## config.mk

```make
export PLATFORM = sky130hd
export DESIGN_NAME = cfd_ctrl
export DESIGN_NICKNAME = d
export VERILOG_FILES = /design/src/cfd_pkg.sv /design/src/cfd_ahb_slave.sv /design/src/cfd_fail_sense.sv /design/src/cfd_ctrl.sv
export SDC_FILE = /design/constraint.sdc
export NUM_CORES = 1
export LEC_CHECK = 0
export BUFFER_PORTS_ARGS = -buffer_cell sky130_fd_sc_hd__clkbuf_2
export CAP_MARGIN = 25
export CORE_MARGIN = 2
export CORE_UTILIZATION = 40
export DETAILED_ROUTE_END_ITERATION = 7
export PLACE_DENSITY = 0.77
export SYNTH_ARGS = -nofsm -noshare
export SYNTH_HDL_FRONTEND = slang
export SYNTH_SLANG_ARGS = --single-unit
```

## constraint.sdc

```tcl
create_clock -name clk_i -period 1.8 [get_ports clk_i]
set_input_delay 0.27 -clock clk_i [delete_from_list [all_inputs] [get_ports clk_i]]
set_output_delay 0.27 -clock clk_i [all_outputs]
set_load 0.005 [all_outputs]
```

## src/cfd_pkg.sv

```systemverilog
`default_nettype none
package cfd_pkg;

	// ********************************************************
	// Register indices (byte address is four times the index)
	// ********************************************************
	localparam logic [5:0] IDX_MAIN_CTRL   = 6'h00;
	localparam logic [5:0] IDX_DETECT_CTRL = 6'h02;
	localparam logic [5:0] IDX_IRQ_CTRL    = 6'h03;
	localparam logic [5:0] IDX_IRQ_FLAGS   = 6'h04;
	localparam logic [5:0] IDX_EVT_STATUS  = 6'h0C;
	localparam logic [5:0] IDX_EVT_CLEAR   = 6'h0D;
	localparam logic [5:0] IDX_EVT_ENABLE  = 6'h0E;
	localparam logic [5:0] IDX_PROTECT     = 6'h0F;
	localparam logic [5:0] IDX_NONE        = 6'h3F;

	// ********************************************************
	// Field positions
	// ********************************************************
	localparam int PIN_OUT_BIT = 7;
	localparam int SRC_LSB     = 2;
	localparam int TEST_BIT    = 1;
	localparam int EN_BIT      = 0;
	localparam int KIND_BIT    = 7;
	localparam int IEN_BIT     = 0;
	localparam int FLAG_BIT    = 0;
	localparam int EVT_FAIL    = 0;
	localparam int EVT_REFUSED = 1;
	localparam int EVT_W       = 2;
	localparam int NUM_SRC     = 3;

	// ********************************************************
	// Monitored source codes
	// ********************************************************
	localparam logic [1:0] SRC_MAIN = 2'h0;
	localparam logic [1:0] SRC_FAST = 2'h1;
	localparam logic [1:0] SRC_SLOW = 2'h2;

	// ********************************************************
	// Reset values and protection
	// ********************************************************
	localparam logic [7:0]       RST_BYTE     = 8'h00;
	localparam logic [1:0]       RST_SRC      = 2'h0;
	localparam logic [EVT_W-1:0] RST_EVT      = 2'h0;
	localparam logic [31:0]      RST_WORD     = 32'h0;
	localparam logic [7:0]       PROTECT_KEY  = 8'hD8;
	localparam logic [2:0]       PROTECT_WIN  = 3'h4;

	typedef struct packed {
		logic       wr;
		logic       rd;
		logic [5:0] idx;
		logic [7:0] wdata;
	} cfd_req_s;

	typedef enum logic {
		ST_IDLE   = 1'b0,
		ST_RDWAIT = 1'b1
	} cfd_bus_state_e;

	function automatic logic cfd_src_valid(input logic [1:0] src);
		return src <= SRC_SLOW;
	endfunction : cfd_src_valid

endpackage : cfd_pkg
`default_nettype wire

```

## src/cfd_ahb_slave.sv

```systemverilog
`timescale 1ns/1ns
`default_nettype none
module cfd_ahb_slave
	import cfd_pkg::*;
(
	input  wire logic        clk_i,
	input  wire logic        rst_i,
	input  wire logic        ce_i,
	input  wire logic        hsel_i,
	input  wire logic [31:0] haddr_i,
	input  wire logic [1:0]  htrans_i,
	input  wire logic        hwrite_i,
	input  wire logic [2:0]  hsize_i,
	input  wire logic [31:0] hwdata_i,
	input  wire logic        hready_i,
	output logic             hreadyout_o,
	output logic             hresp_o,
	output cfd_req_s         req_o
);

	cfd_bus_state_e state_q, state_d;
	logic           rdy_q, rdy_d;
	logic           wr_q, wr_d;
	logic [5:0]     idx_q, idx_d;
	logic           take;
	logic           hit;

	always_comb
	begin
		take    = hsel_i & hready_i & htrans_i[1];
		hit     = (haddr_i[31:8] == 24'h0) & (haddr_i[1:0] == 2'h0) & (hsize_i == 3'h2);
		state_d = state_q;
		rdy_d   = 1'b1;
		wr_d    = 1'b0;
		idx_d   = idx_q;
		unique case (state_q)
			ST_IDLE:
			begin
				if (take)
				begin
					idx_d = hit ? haddr_i[7:2] : IDX_NONE;
					wr_d  = hwrite_i;
					if (!hwrite_i)
					begin
						// One wait state lets a prior write settle
						state_d = ST_RDWAIT;
						rdy_d   = 1'b0;
					end
				end
			end
			ST_RDWAIT:
			begin
				state_d = ST_IDLE;
			end
		endcase
	end

	always_ff @(posedge clk_i or posedge rst_i)
	begin
		if (rst_i)
		begin
			state_q <= ST_IDLE;
			rdy_q   <= 1'b1;
			wr_q    <= 1'b0;
			idx_q   <= IDX_NONE;
		end
		else if (ce_i)
		begin
			state_q <= state_d;
			rdy_q   <= rdy_d;
			wr_q    <= wr_d;
			idx_q   <= idx_d;
		end
	end

	assign hreadyout_o = rdy_q;
	assign hresp_o     = 1'b0;
	assign req_o.wr    = wr_q;
	assign req_o.rd    = (state_q == ST_RDWAIT);
	assign req_o.idx   = idx_q;
	assign req_o.wdata = hwdata_i[7:0];

endmodule : cfd_ahb_slave
`default_nettype wire

```

## src/cfd_fail_sense.sv

```systemverilog
`timescale 1ns/1ns
`default_nettype none
module cfd_fail_sense
	import cfd_pkg::*;
(
	input  wire logic               clk_i,
	input  wire logic               rst_i,
	input  wire logic               ce_i,
	input  wire logic [NUM_SRC-1:0] clock_fail_i,
	input  wire logic [1:0]         source_i,
	input  wire logic               enable_i,
	input  wire logic               force_i,
	output logic                    fail_evt_o,
	output logic                    main_evt_o,
	output logic                    active_o
);

	logic [NUM_SRC-1:0] sel;
	logic               cond_d, cond_q;
	logic               evt_d, evt_q;
	logic               main_d, main_q;

	// ********************************************************
	// Per-source selection
	// ********************************************************
	genvar g;
	generate
		for (g = 0; g < NUM_SRC; g++)
		begin : g_src
			assign sel[g] = clock_fail_i[g] & (source_i == 2'(g)) & cfd_src_valid(source_i);
		end
	endgenerate

	always_comb
	begin
		cond_d = force_i | (enable_i & (|sel));
		evt_d  = cond_d & ~cond_q;
		main_d = evt_d & (source_i == SRC_MAIN);
	end

	always_ff @(posedge clk_i or posedge rst_i)
	begin
		if (rst_i)
		begin
			cond_q <= 1'b0;
			evt_q  <= 1'b0;
			main_q <= 1'b0;
		end
		else if (ce_i)
		begin
			cond_q <= cond_d;
			evt_q  <= evt_d;
			main_q <= main_d;
		end
	end

	assign fail_evt_o = evt_q;
	assign main_evt_o = main_q;
	assign active_o   = cond_q;

endmodule : cfd_fail_sense
`default_nettype wire

```

## src/cfd_ctrl.sv

```systemverilog
// Register access over AHB-Lite was decided locally.
`timescale 1ns/1ns
`default_nettype none
module cfd_ctrl
	import cfd_pkg::*;
(
	input  wire logic               clk_i,
	input  wire logic               rst_i,
	input  wire logic               ce_i,
	input  wire logic               hsel_i,
	input  wire logic [31:0]        haddr_i,
	input  wire logic [1:0]         htrans_i,
	input  wire logic               hwrite_i,
	input  wire logic [2:0]         hsize_i,
	input  wire logic [31:0]        hwdata_i,
	input  wire logic               hready_i,
	output logic                    hreadyout_o,
	output logic                    hresp_o,
	output logic [31:0]             hrdata_o,
	input  wire logic [NUM_SRC-1:0] clock_fail_i,
	output logic                    irq_o,
	output logic                    nmi_o,
	output logic                    main_clock_pin_out_o,
	output logic                    fail_detect_enable_o,
	output logic [1:0]              fail_monitor_source_o,
	output logic                    fail_active_o
);

	// ********************************************************
	// Signals
	// ********************************************************
	cfd_req_s         req;
	logic             fail_evt;
	logic             main_evt;
	logic             active;

	logic             pin_out_q,  pin_out_d;
	logic [1:0]       src_q,      src_d;
	logic             force_q,    force_d;
	logic             en_q,       en_d;
	logic             kind_q,     kind_d;
	logic             ien_q,      ien_d;
	logic             flag_q,     flag_d;
	logic [EVT_W-1:0] stat_q,     stat_d;
	logic [EVT_W-1:0] sen_q,      sen_d;
	logic [2:0]       win_q,      win_d;
	logic [31:0]      rdata_q,    rdata_d;
	logic             irq_q,      irq_d;
	logic             nmi_q,      nmi_d;
	logic             active_q,   active_d;

	logic             open_win;
	logic             locked;
	logic             refused;
	logic [7:0]       rbyte;

	// ********************************************************
	// Bus slave
	// ********************************************************
	cfd_ahb_slave u_bus (
		.clk_i       (clk_i),
		.rst_i       (rst_i),
		.ce_i        (ce_i),
		.hsel_i      (hsel_i),
		.haddr_i     (haddr_i),
		.htrans_i    (htrans_i),
		.hwrite_i    (hwrite_i),
		.hsize_i     (hsize_i),
		.hwdata_i    (hwdata_i),
		.hready_i    (hready_i),
		.hreadyout_o (hreadyout_o),
		.hresp_o     (hresp_o),
		.req_o       (req)
	);

	// ********************************************************
	// Failure sensing
	// ********************************************************
	cfd_fail_sense u_sense (
		.clk_i        (clk_i),
		.rst_i        (rst_i),
		.ce_i         (ce_i),
		.clock_fail_i (clock_fail_i),
		.source_i     (src_q),
		.enable_i     (en_q),
		.force_i      (force_q),
		.fail_evt_o   (fail_evt),
		.main_evt_o   (main_evt),
		.active_o     (active)
	);

	// ********************************************************
	// Read mux
	// ********************************************************
	always_comb
	begin
		rbyte = RST_BYTE;
		unique case (req.idx)
			IDX_MAIN_CTRL:
			begin
				rbyte[PIN_OUT_BIT] = pin_out_q;
			end
			IDX_DETECT_CTRL:
			begin
				rbyte[SRC_LSB+1:SRC_LSB] = src_q;
				rbyte[TEST_BIT]          = force_q;
				rbyte[EN_BIT]            = en_q;
			end
			IDX_IRQ_CTRL:
			begin
				rbyte[KIND_BIT] = kind_q;
				rbyte[IEN_BIT]  = ien_q;
			end
			IDX_IRQ_FLAGS:
			begin
				rbyte[FLAG_BIT] = flag_q;
			end
			IDX_EVT_STATUS:
			begin
				rbyte[EVT_W-1:0] = stat_q;
			end
			IDX_EVT_ENABLE:
			begin
				rbyte[EVT_W-1:0] = sen_q;
			end
			IDX_PROTECT:
			begin
				rbyte[0] = open_win;
			end
			default:
			begin
				rbyte = RST_BYTE;
			end
		endcase
	end

	// ********************************************************
	// Register next state
	// ********************************************************
	always_comb
	begin
		pin_out_d = pin_out_q;
		src_d     = src_q;
		force_d   = force_q;
		en_d      = en_q;
		kind_d    = kind_q;
		ien_d     = ien_q;
		flag_d    = flag_q;
		stat_d    = stat_q;
		sen_d     = sen_q;
		rdata_d   = rdata_q;
		refused   = 1'b0;
		open_win  = (win_q != 3'h0);
		locked    = en_q & ien_q & kind_q;
		win_d     = open_win ? win_q - 3'h1 : 3'h0;

		if (req.rd)
		begin
			rdata_d = {24'h0, rbyte};
		end

		if (req.wr)
		begin
			unique case (req.idx)
				IDX_PROTECT:
				begin
					if (req.wdata == PROTECT_KEY)
					begin
						win_d = PROTECT_WIN;
					end
				end
				IDX_MAIN_CTRL:
				begin
					if (open_win)
					begin
						pin_out_d = req.wdata[PIN_OUT_BIT];
					end
					else
					begin
						refused = 1'b1;
					end
				end
				IDX_DETECT_CTRL:
				begin
					if (open_win)
					begin
						force_d = req.wdata[TEST_BIT];
						if (!locked)
						begin
							src_d = req.wdata[SRC_LSB+1:SRC_LSB];
							en_d  = req.wdata[EN_BIT];
						end
					end
					else
					begin
						refused = 1'b1;
					end
				end
				IDX_IRQ_CTRL:
				begin
					if (open_win && !locked)
					begin
						kind_d = req.wdata[KIND_BIT];
						ien_d  = req.wdata[IEN_BIT];
					end
					refused = !open_win;
				end
				IDX_IRQ_FLAGS:
				begin
					if (req.wdata[FLAG_BIT])
					begin
						flag_d = 1'b0;
					end
				end
				IDX_EVT_CLEAR:
				begin
					stat_d = stat_q & ~req.wdata[EVT_W-1:0];
				end
				IDX_EVT_ENABLE:
				begin
					sen_d = req.wdata[EVT_W-1:0];
				end
				default:
				begin
					refused = 1'b0;
				end
			endcase
		end

		// Hardware events win over a same-cycle clear
		if (fail_evt)
		begin
			flag_d           = 1'b1;
			stat_d[EVT_FAIL] = 1'b1;
		end
		if (main_evt)
		begin
			pin_out_d = 1'b0;
		end
		if (refused)
		begin
			stat_d[EVT_REFUSED] = 1'b1;
		end
	end

	// ********************************************************
	// Interrupt and failure-active outputs
	// ********************************************************
	always_comb
	begin
		nmi_d    = flag_d & ien_d & kind_d;
		irq_d    = (flag_d & ien_d & ~kind_d) | (|(stat_d & sen_d));
		active_d = active;
	end

	always_ff @(posedge clk_i or posedge rst_i)
	begin
		if (rst_i)
		begin
			pin_out_q <= 1'b0;
			src_q     <= RST_SRC;
			force_q   <= 1'b0;
			en_q      <= 1'b0;
			kind_q    <= 1'b0;
			ien_q     <= 1'b0;
			flag_q    <= 1'b0;
			stat_q    <= RST_EVT;
			sen_q     <= RST_EVT;
			win_q     <= 3'h0;
			rdata_q   <= RST_WORD;
			irq_q     <= 1'b0;
			nmi_q     <= 1'b0;
			active_q  <= 1'b0;
		end
		else if (ce_i)
		begin
			pin_out_q <= pin_out_d;
			src_q     <= src_d;
			force_q   <= force_d;
			en_q      <= en_d;
			kind_q    <= kind_d;
			ien_q     <= ien_d;
			flag_q    <= flag_d;
			stat_q    <= stat_d;
			sen_q     <= sen_d;
			win_q     <= win_d;
			rdata_q   <= rdata_d;
			irq_q     <= irq_d;
			nmi_q     <= nmi_d;
			active_q  <= active_d;
		end
	end

	assign hrdata_o              = rdata_q;
	assign irq_o                 = irq_q;
	assign nmi_o                 = nmi_q;
	assign main_clock_pin_out_o  = pin_out_q;
	assign fail_detect_enable_o  = en_q;
	assign fail_monitor_source_o = src_q;
	assign fail_active_o         = active_q;

endmodule : cfd_ctrl
`default_nettype wire

```

==> results of run 1 <==
## tightest hold or removal path: cells and delay by family
family / cells / cell delay, ns
buffers and inverters: 3 / 0.50
## metal layers
layer / wire length, um / part of all wire (%) / vias up / GRT usage, %
li1: - / - / 921 / -
met1: 2250 / 47 / 862 / 22.9
met2: 2280 / 47 / 50 / 28.5
met3: 202 / 4.2 / 8 / 3.32
met4: 75 / 1.6 / 0 / 6.00
met5: 0 / 0 / - / 0
## worst max path at each step
stage | startpoint | end | slack [ns] | cells past startpoint
detailed placement | u_bus.idx_q[2] | irq_o | -0.18 | 5
CTS | u_bus.idx_q[2] | fail_monitor_source_o[0] | -0.06 | 5
finish | u_bus.idx_q[2] | fail_monitor_source_o[0] | -0.09 | 5
global route | u_bus.idx_q[2] | fail_monitor_source_o[0] | -0.12 | 5
global placement | u_bus.idx_q[2] | irq_o | -0.09 | 5
floorplan | u_bus.idx_q[2] | fail_monitor_source_o[0] | -0.06 | 5
## logic make-up after synthesis
logic type | share of synthesized area, %
buffers and inverters | 12.7
AO/OA/AOI/OAI | 16.1
multiplexers | 7.70
AND/OR/NAND/NOR | 21.1
flip-flops | 42.2
other | 0.179
## metrics by stage
stage,total power [mW],cell area [um^2]
2_1_floorplan,1.11,2200
5_1_grt,1.87,2690
3_5_place_dp,1.21,2540
6_report,1.77,2690
4_1_cts,1.78,2650
3_3_place_gp,1.20,2540
## registers in the layout, indices dropped and copies added, names as in the netlist
signal and count:
fail_active_o 1, fail_detect_enable_o 1, fail_monitor_source_o 2, flag_q 1, force_q 1, hrdata_o 5, ien_q 1, irq_o 1
kind_q 1, main_clock_pin_out_o 1, nmi_o 1, sen_q 2, stat_q 2, u_bus.hreadyout_o 1, u_bus.idx_q 6, u_bus.state_q 1
u_bus.wr_q 1, u_sense.active_o 1, u_sense.fail_evt_o 1, u_sense.main_evt_o 1, win_q 3
## cells in the final DEF (no fill, tap or decap), types with 2 or more instances in the layout
cell,synthesis,final
nand3_1,4,4
buf_4,28,26
conb_1,1,28
mux2_2,8,8
a41oi_1,2,2
inv_1,6,6
clkbuf_2,0,65
a21oi_1,7,7
dfrtp_1,28,28
mux2i_1,3,3
nand4_1,8,8
o21ai_1,3,3
dfstp_2,7,7
clkbuf_8,0,6
and2_1,2,2
mux2_4,2,3
a22o_1,7,7
nor3_2,1,2
o41ai_2,1,2
nand2_1,20,19
a22oi_1,4,3
o31ai_1,2,2
nor4_1,8,8
o22a_1,8,8
o21ai_0,7,7
nor3_1,4,3
nor2b_1,3,3
nor2_1,12,12
## where the power goes
part / leakage, nW / internal [mW] / switching (mW)
Combinational: 0.806 / 0.153 / 0.147
Clock: 0.0470 / 0.300 / 0.269
Sequential: 0.447 / 0.847 / 0.0527
## final cells by class
class,instances,area share [%]
Inverter,6,0.837
Clock buffer,6,3.07
Tap cell,70,3.25
Sequential cell,35,32.9
Timing Repair Buffer,92,19.8
Multi-Input combinational cell,165,40.0
Clock inverter,1,0.186
## timing repair
item                       in CTS  in global routing
pin swaps                       1                  0
gates resized for setup         1                  6
buffers inserted                1                  3
setup endpoints to repair       6                  8
==> key figures, run 1 <==
Floorplan
  – Total Die Area: approximately 5800 um^2
  – FP Rows: 26
  – Starting Density: about two fifths
  – I/O pins: 119
  – Die height: about 76 um
  – Core area: 5070 um^2
  – Width of the die: approximately 76 um

CTS
  – Clock buffer depth: 2
  – Hold_buf cts: 0
  – Htree depth: 2
  – TritonCTS clock tree: yes
  – Clock sinks: 35
  – Clock-pin slew on the worst setup and hold paths: about 0.07 ns
  – CTS buffer count: 5
  – Root Buffer: clkbuf_8
  – Clk_lat worst skew: slightly below 0.3 ns

Cells and area
  – P&R area growth vs syn: 28.3%
  – Number of fill cells: between 400 and 500
  – Final core occ: between 50% and 60%
  – Layout cell share with drive strength beyond 1: a little over two fifths
  – Register area: roughly 900 um^2
  – Nets: between 300 and 400
  – ANT cells: 0
  – Non-filler cells, final: ~380
  – Area of the multi-input gates: around 1100 um^2

Power
  – Pwr dens: 657 nW/um^2
  – Worst ir drop on vdd: between 0.3 and 0.4 mV
  – Lkg Pwr: between 1 and 1.5 nW

STA
  – Final worst slack: -0.0874 ns
  – Max-slew violations: 0
  – RSZ-0062 raised after global routing: true
  – Hold Fails Final Rpt: 0
  – Worst hold slack: between 0.05 and 0.06 ns
  – Final min period: ~1.9 ns
  – Final setup violation count: 5
  – Final Skew: approximately 0.0064 ns
  – Fin Setup TNS: -0.282 ns
  – FMAX: roughly 530 MHz
  – Fin crit share: 105%

Worst setup path
  – CP bufs+invs: 0
  – Crit path DAT: 2.07 ns
  – Worst path cell trace: or4_4, nor3b_4, and3_4, nand2_4, mux2_4
  – CP required: 1.98 ns
  – Critical Path Fanout Max: 4
  – CP peak stage delay: between 0.5 and 0.6 ns
  – Worst r2r src: u_bus.idx_q[2]
  – Slowest-stage cell, CP: or4_4
  – RR Endpoint: fail_monitor_source_o[0]
  – Crit start category: flip-flop
  – Top delay family on crit path: simple AND/OR/NAND/NOR gates
  – WS Path Type: flip-flop to flip-flop
  – Setup crit end kind: flip-flop
  – Worst reg2reg path depth: 5
  – R2R setup slack: -0.09 ns

Yosys
  – Post-synth top cells: buf_4, dfrtp_1, nand2_1
  – Main synth FF type: dfrtp_1
  – Number of synthesized register bits: 35
  – Syn. warnings: 0
  – Cells after Synth: 216
  – Area leader, netlist: dfrtp_1
  – Yosys top cell area share: ~33%
  – Area contributors post-synth: dfrtp_1, buf_4, dfstp_2
  – Syn avg cell area: just under 10 um^2
  – Post-synth EDFFs: 0
  – Synth Cell Area: 2100 um^2
  – Synth cell types: between 40 and 50
  – Post-synth ARST share: 100%
  – Seq/Total Area, Yosys: 42.2%

Routing
  – DR WL/cell: 12.8 um
  – Drt pass-1 iters: 4
  – DRT antenna net count: 0
  – Vias per cell: 4.91
  – Via count: between 1500 and 2000
  – WL final: around 4800 um
  – DRC viols: 0
  – Initial DRC count: 65

Worst hold path
  – HP Class: input pin to asynchronous set/reset pin

GRT
  – Gr usage total: roughly 17%
  – Largest net degree at the start of global routing: 36
  – Initial antenna violation count: 0
  – Vias in the first global route: ~1800
  – Global route total overflow: 0
  – First-pass GRT wire length: between 8000 and 9000 um

Place
  – GPL Wtd Cong: between 0.8 and 0.9
  – Dpl hpwl: 3780 um
  – Setup WS pre-CTS: -0.175 ns
  – Placed cells: about 360
  – Input/output buffers: 65

Status
  – Run status: finished with violations
  – Violated checks: negative setup slack

Job
  – Max_cap viols: 0
Power figures use the tool's default switching activity.
==> inputs of run 2 (changes only) <==
--- a/config.mk
+++ b/config.mk
@@ -14,3 +14,4 @@
 export SYNTH_ARGS = -nofsm -noshare
 export SYNTH_HDL_FRONTEND = slang
 export SYNTH_SLANG_ARGS = --single-unit
+export TNS_END_PERCENT = 50
==> run 2 against run 1 <==
The run still ends with negative setup slack left; maximum frequency increased by 0.49%; worst setup slack better by 0.0092 ns; highest routed layer unchanged; non-clock buffer count is 4 lower; cell area up 0.33%; total power is 9.6% higher; largest cell class unchanged; clock power grew 29%; global-route usage barely moved; worst hold slack worse by 0.012 ns; first-iteration DRC count grew 45%; routed wire length rose by 2.2%; core utilization increased by 0.17 points; count of clock-buffer cells in the layout stayed put.
==> key figures, run 2 (synthesized netlist as in run 1, its figures left out) <==
Place
  – GPL Wtd Cong: a little over 0.9
  – Dpl hpwl: ~3800 um
  – Input/output buffers: 65

GRT
  – Gr usage total: 17.3%
  – Largest net degree at the start of global routing: 36
  – Vias in the first global route: ~1800
  – Global route total overflow: 0
  – First-pass GRT wire length: a little over 8000 um
  – Initial antenna violation count: 0

Worst setup path
  – CP bufs+invs: 0
  – Top delay family on crit path: simple AND/OR/NAND/NOR gates
  – Setup crit end kind: flip-flop
  – CP required: between 1.5 and 2 ns
  – Crit path DAT: 2.06 ns
  – Slowest-stage cell, CP: or4_4
  – Worst path cell trace: or4_4, nor3b_4, and3_4, nand2_4, mux2_4
  – Crit start category: flip-flop
  – Critical Path Fanout Max: 4
  – WS Path Type: flip-flop to flip-flop
  – CP peak stage delay: 0.58 ns

CTS
  – Clock buffer depth: 2
  – Root Buffer: clkbuf_8
  – CTS buffer count: 5
  – TritonCTS clock tree: yes
  – Clock-pin slew on the worst setup and hold paths: approximately 0.07 ns
  – Htree depth: 2
  – Clock sinks: 35
  – Clk_lat worst skew: 0.29 ns
  – Hold_buf cts: 0

Cells and area
  – Biggest register: u_bus.idx_q
  – P&R area growth vs syn: 28.8%
  – Nets: approximately 380
  – Layout cell share with drive strength beyond 1: between 40 and 50%
  – Most common cell after layout, fill and taps aside: clkbuf_2
  – Max FFs per register: 6
  – Final core occ: a little over half
  – Most frequent cells in the layout: clkbuf_2, conb_1, dfrtp_1
  – ANT cells: 0

STA
  – Final setup violation count: 4
  – RSZ-0062 raised after global routing: true
  – FMAX: between 500 and 600 MHz
  – Hold Fails Final Rpt: 0
  – Fin Setup TNS: -0.255 ns
  – Final worst slack: -0.0782 ns
  – Max-slew violations: 0
  – Fin crit share: 104%
  – Final Skew: approximately 0.0064 ns
  – Final min period: 1.88 ns

Floorplan
  – Width of the die: between 70 and 80 um
  – Total Die Area: around 6000 um^2
  – FP Rows: 26
  – Core area: around 5000 um^2
  – Die height: ~76 um
  – Starting Density: 41.3%
  – I/O pins: 119

Status
  – Run status: finished with violations
  – Violated checks: negative setup slack

Power
  – Clock share of power: between 30% and 40%
  – P_sw: a little under 0.5 mW
  – Combinational power share: ~16%
  – Pwr Total: between 1.5 and 2 mW
  – Cell Int Power: between 1 and 1.5 mW
  – Sequential share of power: between 40 and 50%
  – Switching share of power: about a quarter
  – Pwr dens: approximately 720 nW/um^2
  – Worst ir drop on vdd: between 0.3 and 0.4 mV
  – Lkg Pwr: approximately 1.3 nW

Routing
  – DRT antenna net count: 0
  – DRC viols: 0
  – DR WL/cell: roughly 13 um
  – Initial DRC count: between 90 and 100
  – Drt pass-1 iters: 4
  – Vias per cell: 5.01
  – WL final: just under 5000 um
  – Via count: ~1900

Worst hold path
  – HP Class: input pin to asynchronous set/reset pin

Job
  – Max_cap viols: 0
## run 2: changes by cell type in the layout (fill, tap and decap cells not counted), sizes merged
cell    before  now
bufinv       0    1
buf         27   23
## run 2: worst paths after layout
check	start	endpoint	slack, ns	cells past startpoint
worst max-delay path	u_bus.idx_q[3]	fail_monitor_source_o[0]	-0.08	5
worst min-delay path	rst_i	u_bus.wr_q	0.04	3
worst max register to register	u_bus.idx_q[3]	fail_monitor_source_o[0]	-0.08	5
worst min register to register	hrdata_o[2]	hrdata_o[2]	0.49	2
max in group asynchronous	rst_i	u_bus.idx_q[1]	1.41	3
min in group clk_i	haddr_i[2]	u_bus.idx_q[0]	0.19	2
## run 2: area by class of cell
cell class	instances	area (um^2)
inverter	6	22.5
timing repair buffer	88	498
clock buffer	6	82.6
clock inverter	2	35.0
tap	70	87.6
multi-input combinational	165	1090
sequential	35	885
fill	474	2370
## run 2: worst reg2reg max path, delay by kind of cell, from the launching register on
kind,cells,cell delay (ns)
flip-flops,1,0.37
multiplexers,1,0.29
AND/OR/NAND/NOR,4,1.11
## run 2: timing repair
action,CTS,global route
endpoints found under the setup margin,6,9
pin swaps,5,3
buffers inserted,1,0
hold endpoints to repair,0,0
resized for setup,5,3
## run 2: per-stage QoR
stage,setup slack [ns],cells,cell area [um^2],hold WS (ns)
6_report,-0.0782,372,2700,0.0406
5_1_grt,-0.126,372,2700,0.0892
4_1_cts,-0.0698,372,2690,0.0635
3_5_place_dp,-0.172,363,2540,0.377
3_3_place_gp,-0.119,363,2540,0.374
2_1_floorplan,-0.0586,243,2200,0.370
## run 2: layer usage
metal  up-vias  part of all wire, %  global-route usage, %
met5         -                    0                      0
met4         0                  1.4                   6.00
met3         9                  5.7                   5.09
met2        63                   47                   27.8
met1       885                   46                   22.4
li1        907                    -                      -
## run 2: power groups by stage
| stage | clock network, mW | logic (mW) | registers, mW |
|---|---|---|---|
| finish | 0.730 | 0.306 | 0.903 |
| global route | 0.781 | 0.340 | 0.907 |
| CTS | 0.741 | 0.304 | 0.900 |
| floorplan | 0 | 0.213 | 0.897 |
| global placement | 0 | 0.290 | 0.910 |
| detailed placement | 0 | 0.298 | 0.913 |
==> inputs of run 3 (changes only) <==
--- a/config.mk
+++ b/config.mk
@@ -8,9 +8,9 @@
 export BUFFER_PORTS_ARGS = -buffer_cell sky130_fd_sc_hd__clkbuf_2
 export CAP_MARGIN = 25
 export CORE_MARGIN = 2
-export CORE_UTILIZATION = 40
+export CORE_UTILIZATION = 44
 export DETAILED_ROUTE_END_ITERATION = 7
-export PLACE_DENSITY = 0.77
+export PLACE_DENSITY = 0.8
 export SYNTH_ARGS = -nofsm -noshare
 export SYNTH_HDL_FRONTEND = slang
 export SYNTH_SLANG_ARGS = --single-unit
==> constraint.sdc (replaced) <==
create_clock -name clk_i -period 1.92 [get_ports clk_i]
set_input_delay 0.288 -clock clk_i [delete_from_list [all_inputs] [get_ports clk_i]]
set_output_delay 0.288 -clock clk_i [all_outputs]
set_load 0.005 [all_outputs]
==> run 3 against run 2 <==
Register-to-register slack gained 0.08 ns; via count shrank 1.1%; critical path type unchanged; die area shrank 8.6%; core utilization grew 1.7 points; the flow now finishes without violations; critical endpoint is now fail_monitor_source_o[1]; worst hold slack gained 0.014 ns; sequential power shrank 5.4%; cell area shrank 5.2%.
==> key figures, run 3 (synthesized netlist as in run 1, its figures left out) <==
Status
  – Run status: completed

GRT
  – Vias in the first global route: roughly 1600
  – Largest net degree at the start of global routing: 36
  – Global route total overflow: 0
  – Gr usage total: a little under a fifth
  – First-pass GRT wire length: ~7500 um
  – Initial antenna violation count: 0

Routing
  – Met2 Wirelength: around 2400 um
  – DRC viols: 0
  – DRT antenna net count: 0
  – WL final: roughly 5000 um
  – Vias per cell: 5.31
  – DR WL/cell: approximately 14 um
  – Met3 WL: 245 um
  – Initial DRC count: roughly 90
  – Routed met1 length: approximately 2100 um
  – DR top layer: met4
  – Via count: 1843
  – Drt pass-1 iters: 4

Worst setup path
  – Critical Path Fanout Max: 5
  – Setup crit end kind: flip-flop
  – Top delay family on crit path: simple AND/OR/NAND/NOR gates
  – Slowest-stage cell, CP: or4_4
  – Worst path cell trace: or4_4, nor3b_4, and3_4, nand2_4, mux2_4
  – Crit start category: flip-flop
  – CP peak stage delay: 0.59 ns
  – Crit path DAT: about 2.1 ns
  – CP required: 2.10 ns
  – CP bufs+invs: 0
  – WS Path Type: flip-flop to flip-flop

Place
  – Dpl hpwl: 3620 um
  – GPL Wtd Cong: ~0.88
  – Input/output buffers: 65
  – Setup WS pre-CTS: -0.0526 ns

CTS
  – Clock buffer depth: 2
  – CTS buffer count: 5
  – Clock-pin slew on the worst setup and hold paths: 0.07 ns
  – Clock sinks: 35
  – Clk_lat worst skew: just under 0.3 ns
  – Htree depth: 2
  – TritonCTS clock tree: yes
  – Hold_buf cts: 0
  – Root Buffer: clkbuf_8

STA
  – Final setup violation count: 0
  – Hold Fails Final Rpt: 0
  – Final Skew: just under 0.006 ns
  – FMAX: ~520 MHz
  – Final worst slack: 0.00411 ns
  – Fin crit share: roughly 100%
  – Max-slew violations: 0
  – Final min period: between 1.5 and 2 ns
  – RSZ-0062 raised after global routing: true
  – Fin Setup TNS: 0 ns

Power
  – Pwr Total: approximately 1.6 mW
  – Switching share of power: between 20 and 30%
  – Sequential share of power: 52.1%
  – Worst ir drop on vdd: slightly above 0.4 mV
  – Pwr dens: between 600 and 700 nW/um^2
  – Clock share of power: between 30% and 40%
  – Cell Int Power: about 1.2 mW
  – Lkg Pwr: around 1.2 nW
  – Combinational power share: ~16%
  – P_sw: around 0.46 mW

Floorplan
  – FP Rows: 25
  – Die height: roughly 73 um
  – I/O pins: 119
  – Total Die Area: around 5300 um^2
  – Starting Density: 45.0%
  – Core area: between 4000 and 5000 um^2
  – Width of the die: around 73 um

Cells and area
  – Layout cell share with drive strength beyond 1: 37.9%
  – Most common cell after layout, fill and taps aside: clkbuf_2
  – Biggest register: u_bus.idx_q
  – Most frequent cells in the layout: clkbuf_2, conb_1, dfrtp_1
  – Max FFs per register: 6
  – Nets: 370
  – ANT cells: 0
  – P&R area growth vs syn: 22.1%

Worst hold path
  – HP Class: input pin to asynchronous set/reset pin

Job
  – Max_cap viols: 0
==> run 3: layout make-up <==
type	count	area, um^2
Clock buffer	7	76.3
Clock inverter	1	5.00
Fill cell	430	2100
Inverter	6	22.5
Multi-Input combinational cell	165	1070
Sequential cell	35	885
Tap cell	54	67.6
Timing Repair Buffer	79	430
==> run 3: final timing paths <==
| kind | start | slack [ns] | depth (start not counted) | endpoint |
|---|---|---|---|---|
| worst max-delay path | u_bus.idx_q[2] | 0.004 | 5 | fail_monitor_source_o[1] |
| worst min-delay path | rst_i | 0.05 | 3 | win_q[1] |
| worst min register to register | hrdata_o[0] | 0.48 | 2 | hrdata_o[0] |
| max in group asynchronous | rst_i | 1.52 | 3 | u_bus.idx_q[1] |
| min in group clk_i | haddr_i[7] | 0.20 | 2 | u_bus.idx_q[5] |
| worst max register to register | u_bus.idx_q[2] | 0.004 | 5 | fail_monitor_source_o[1] |
==> run 3: per-layer routing <==
metal,GRT usage (%),up-vias
met5,0,-
met4,6.38,0
met3,5.52,6
met2,29.5,58
met1,23.7,882
li1,-,897
==> run 3: power by group through the flow <==
stage | Clock (mW) | Sequential [mW] | Combinational (mW)
3_5_place_dp | 0 | 0.861 | 0.250
2_1_floorplan | 0 | 0.841 | 0.200
3_3_place_gp | 0 | 0.858 | 0.245
6_report | 0.524 | 0.854 | 0.260
5_1_grt | 0.564 | 0.859 | 0.290
4_1_cts | 0.532 | 0.849 | 0.254
==> run 3: what timing repair did <==
| action | CTS | global route |
|---|---|---|
| pin swaps | 3 | 4 |
| gates resized for setup | 1 | 3 |
| buffers inserted | 0 | 2 |
| hold endpoints to repair | 0 | 0 |
| endpoints found under the setup margin | 2 | 4 |
==> run 3: worst reg2reg max path, stage by stage, from the launching register on <==
cell and delay (ns):
dfstp_2 0.39, or4_4 0.59, nor3b_4 0.23, and3_4 0.24
nand2_4 0.06, mux2_4 0.29
==> run 3: through the flow <==
stage          hold slack [ns]  instance area, um^2  std cells  util (%)
6_report                0.0545                 2560        347      54.9
4_1_cts                 0.0776                 2530        345      54.2
2_1_floorplan            0.388                 2200        243         -
3_5_place_dp             0.390                 2440        337      52.3
3_3_place_gp             0.389                 2440        337      52.3
5_1_grt                 0.0943                 2560        347      54.9
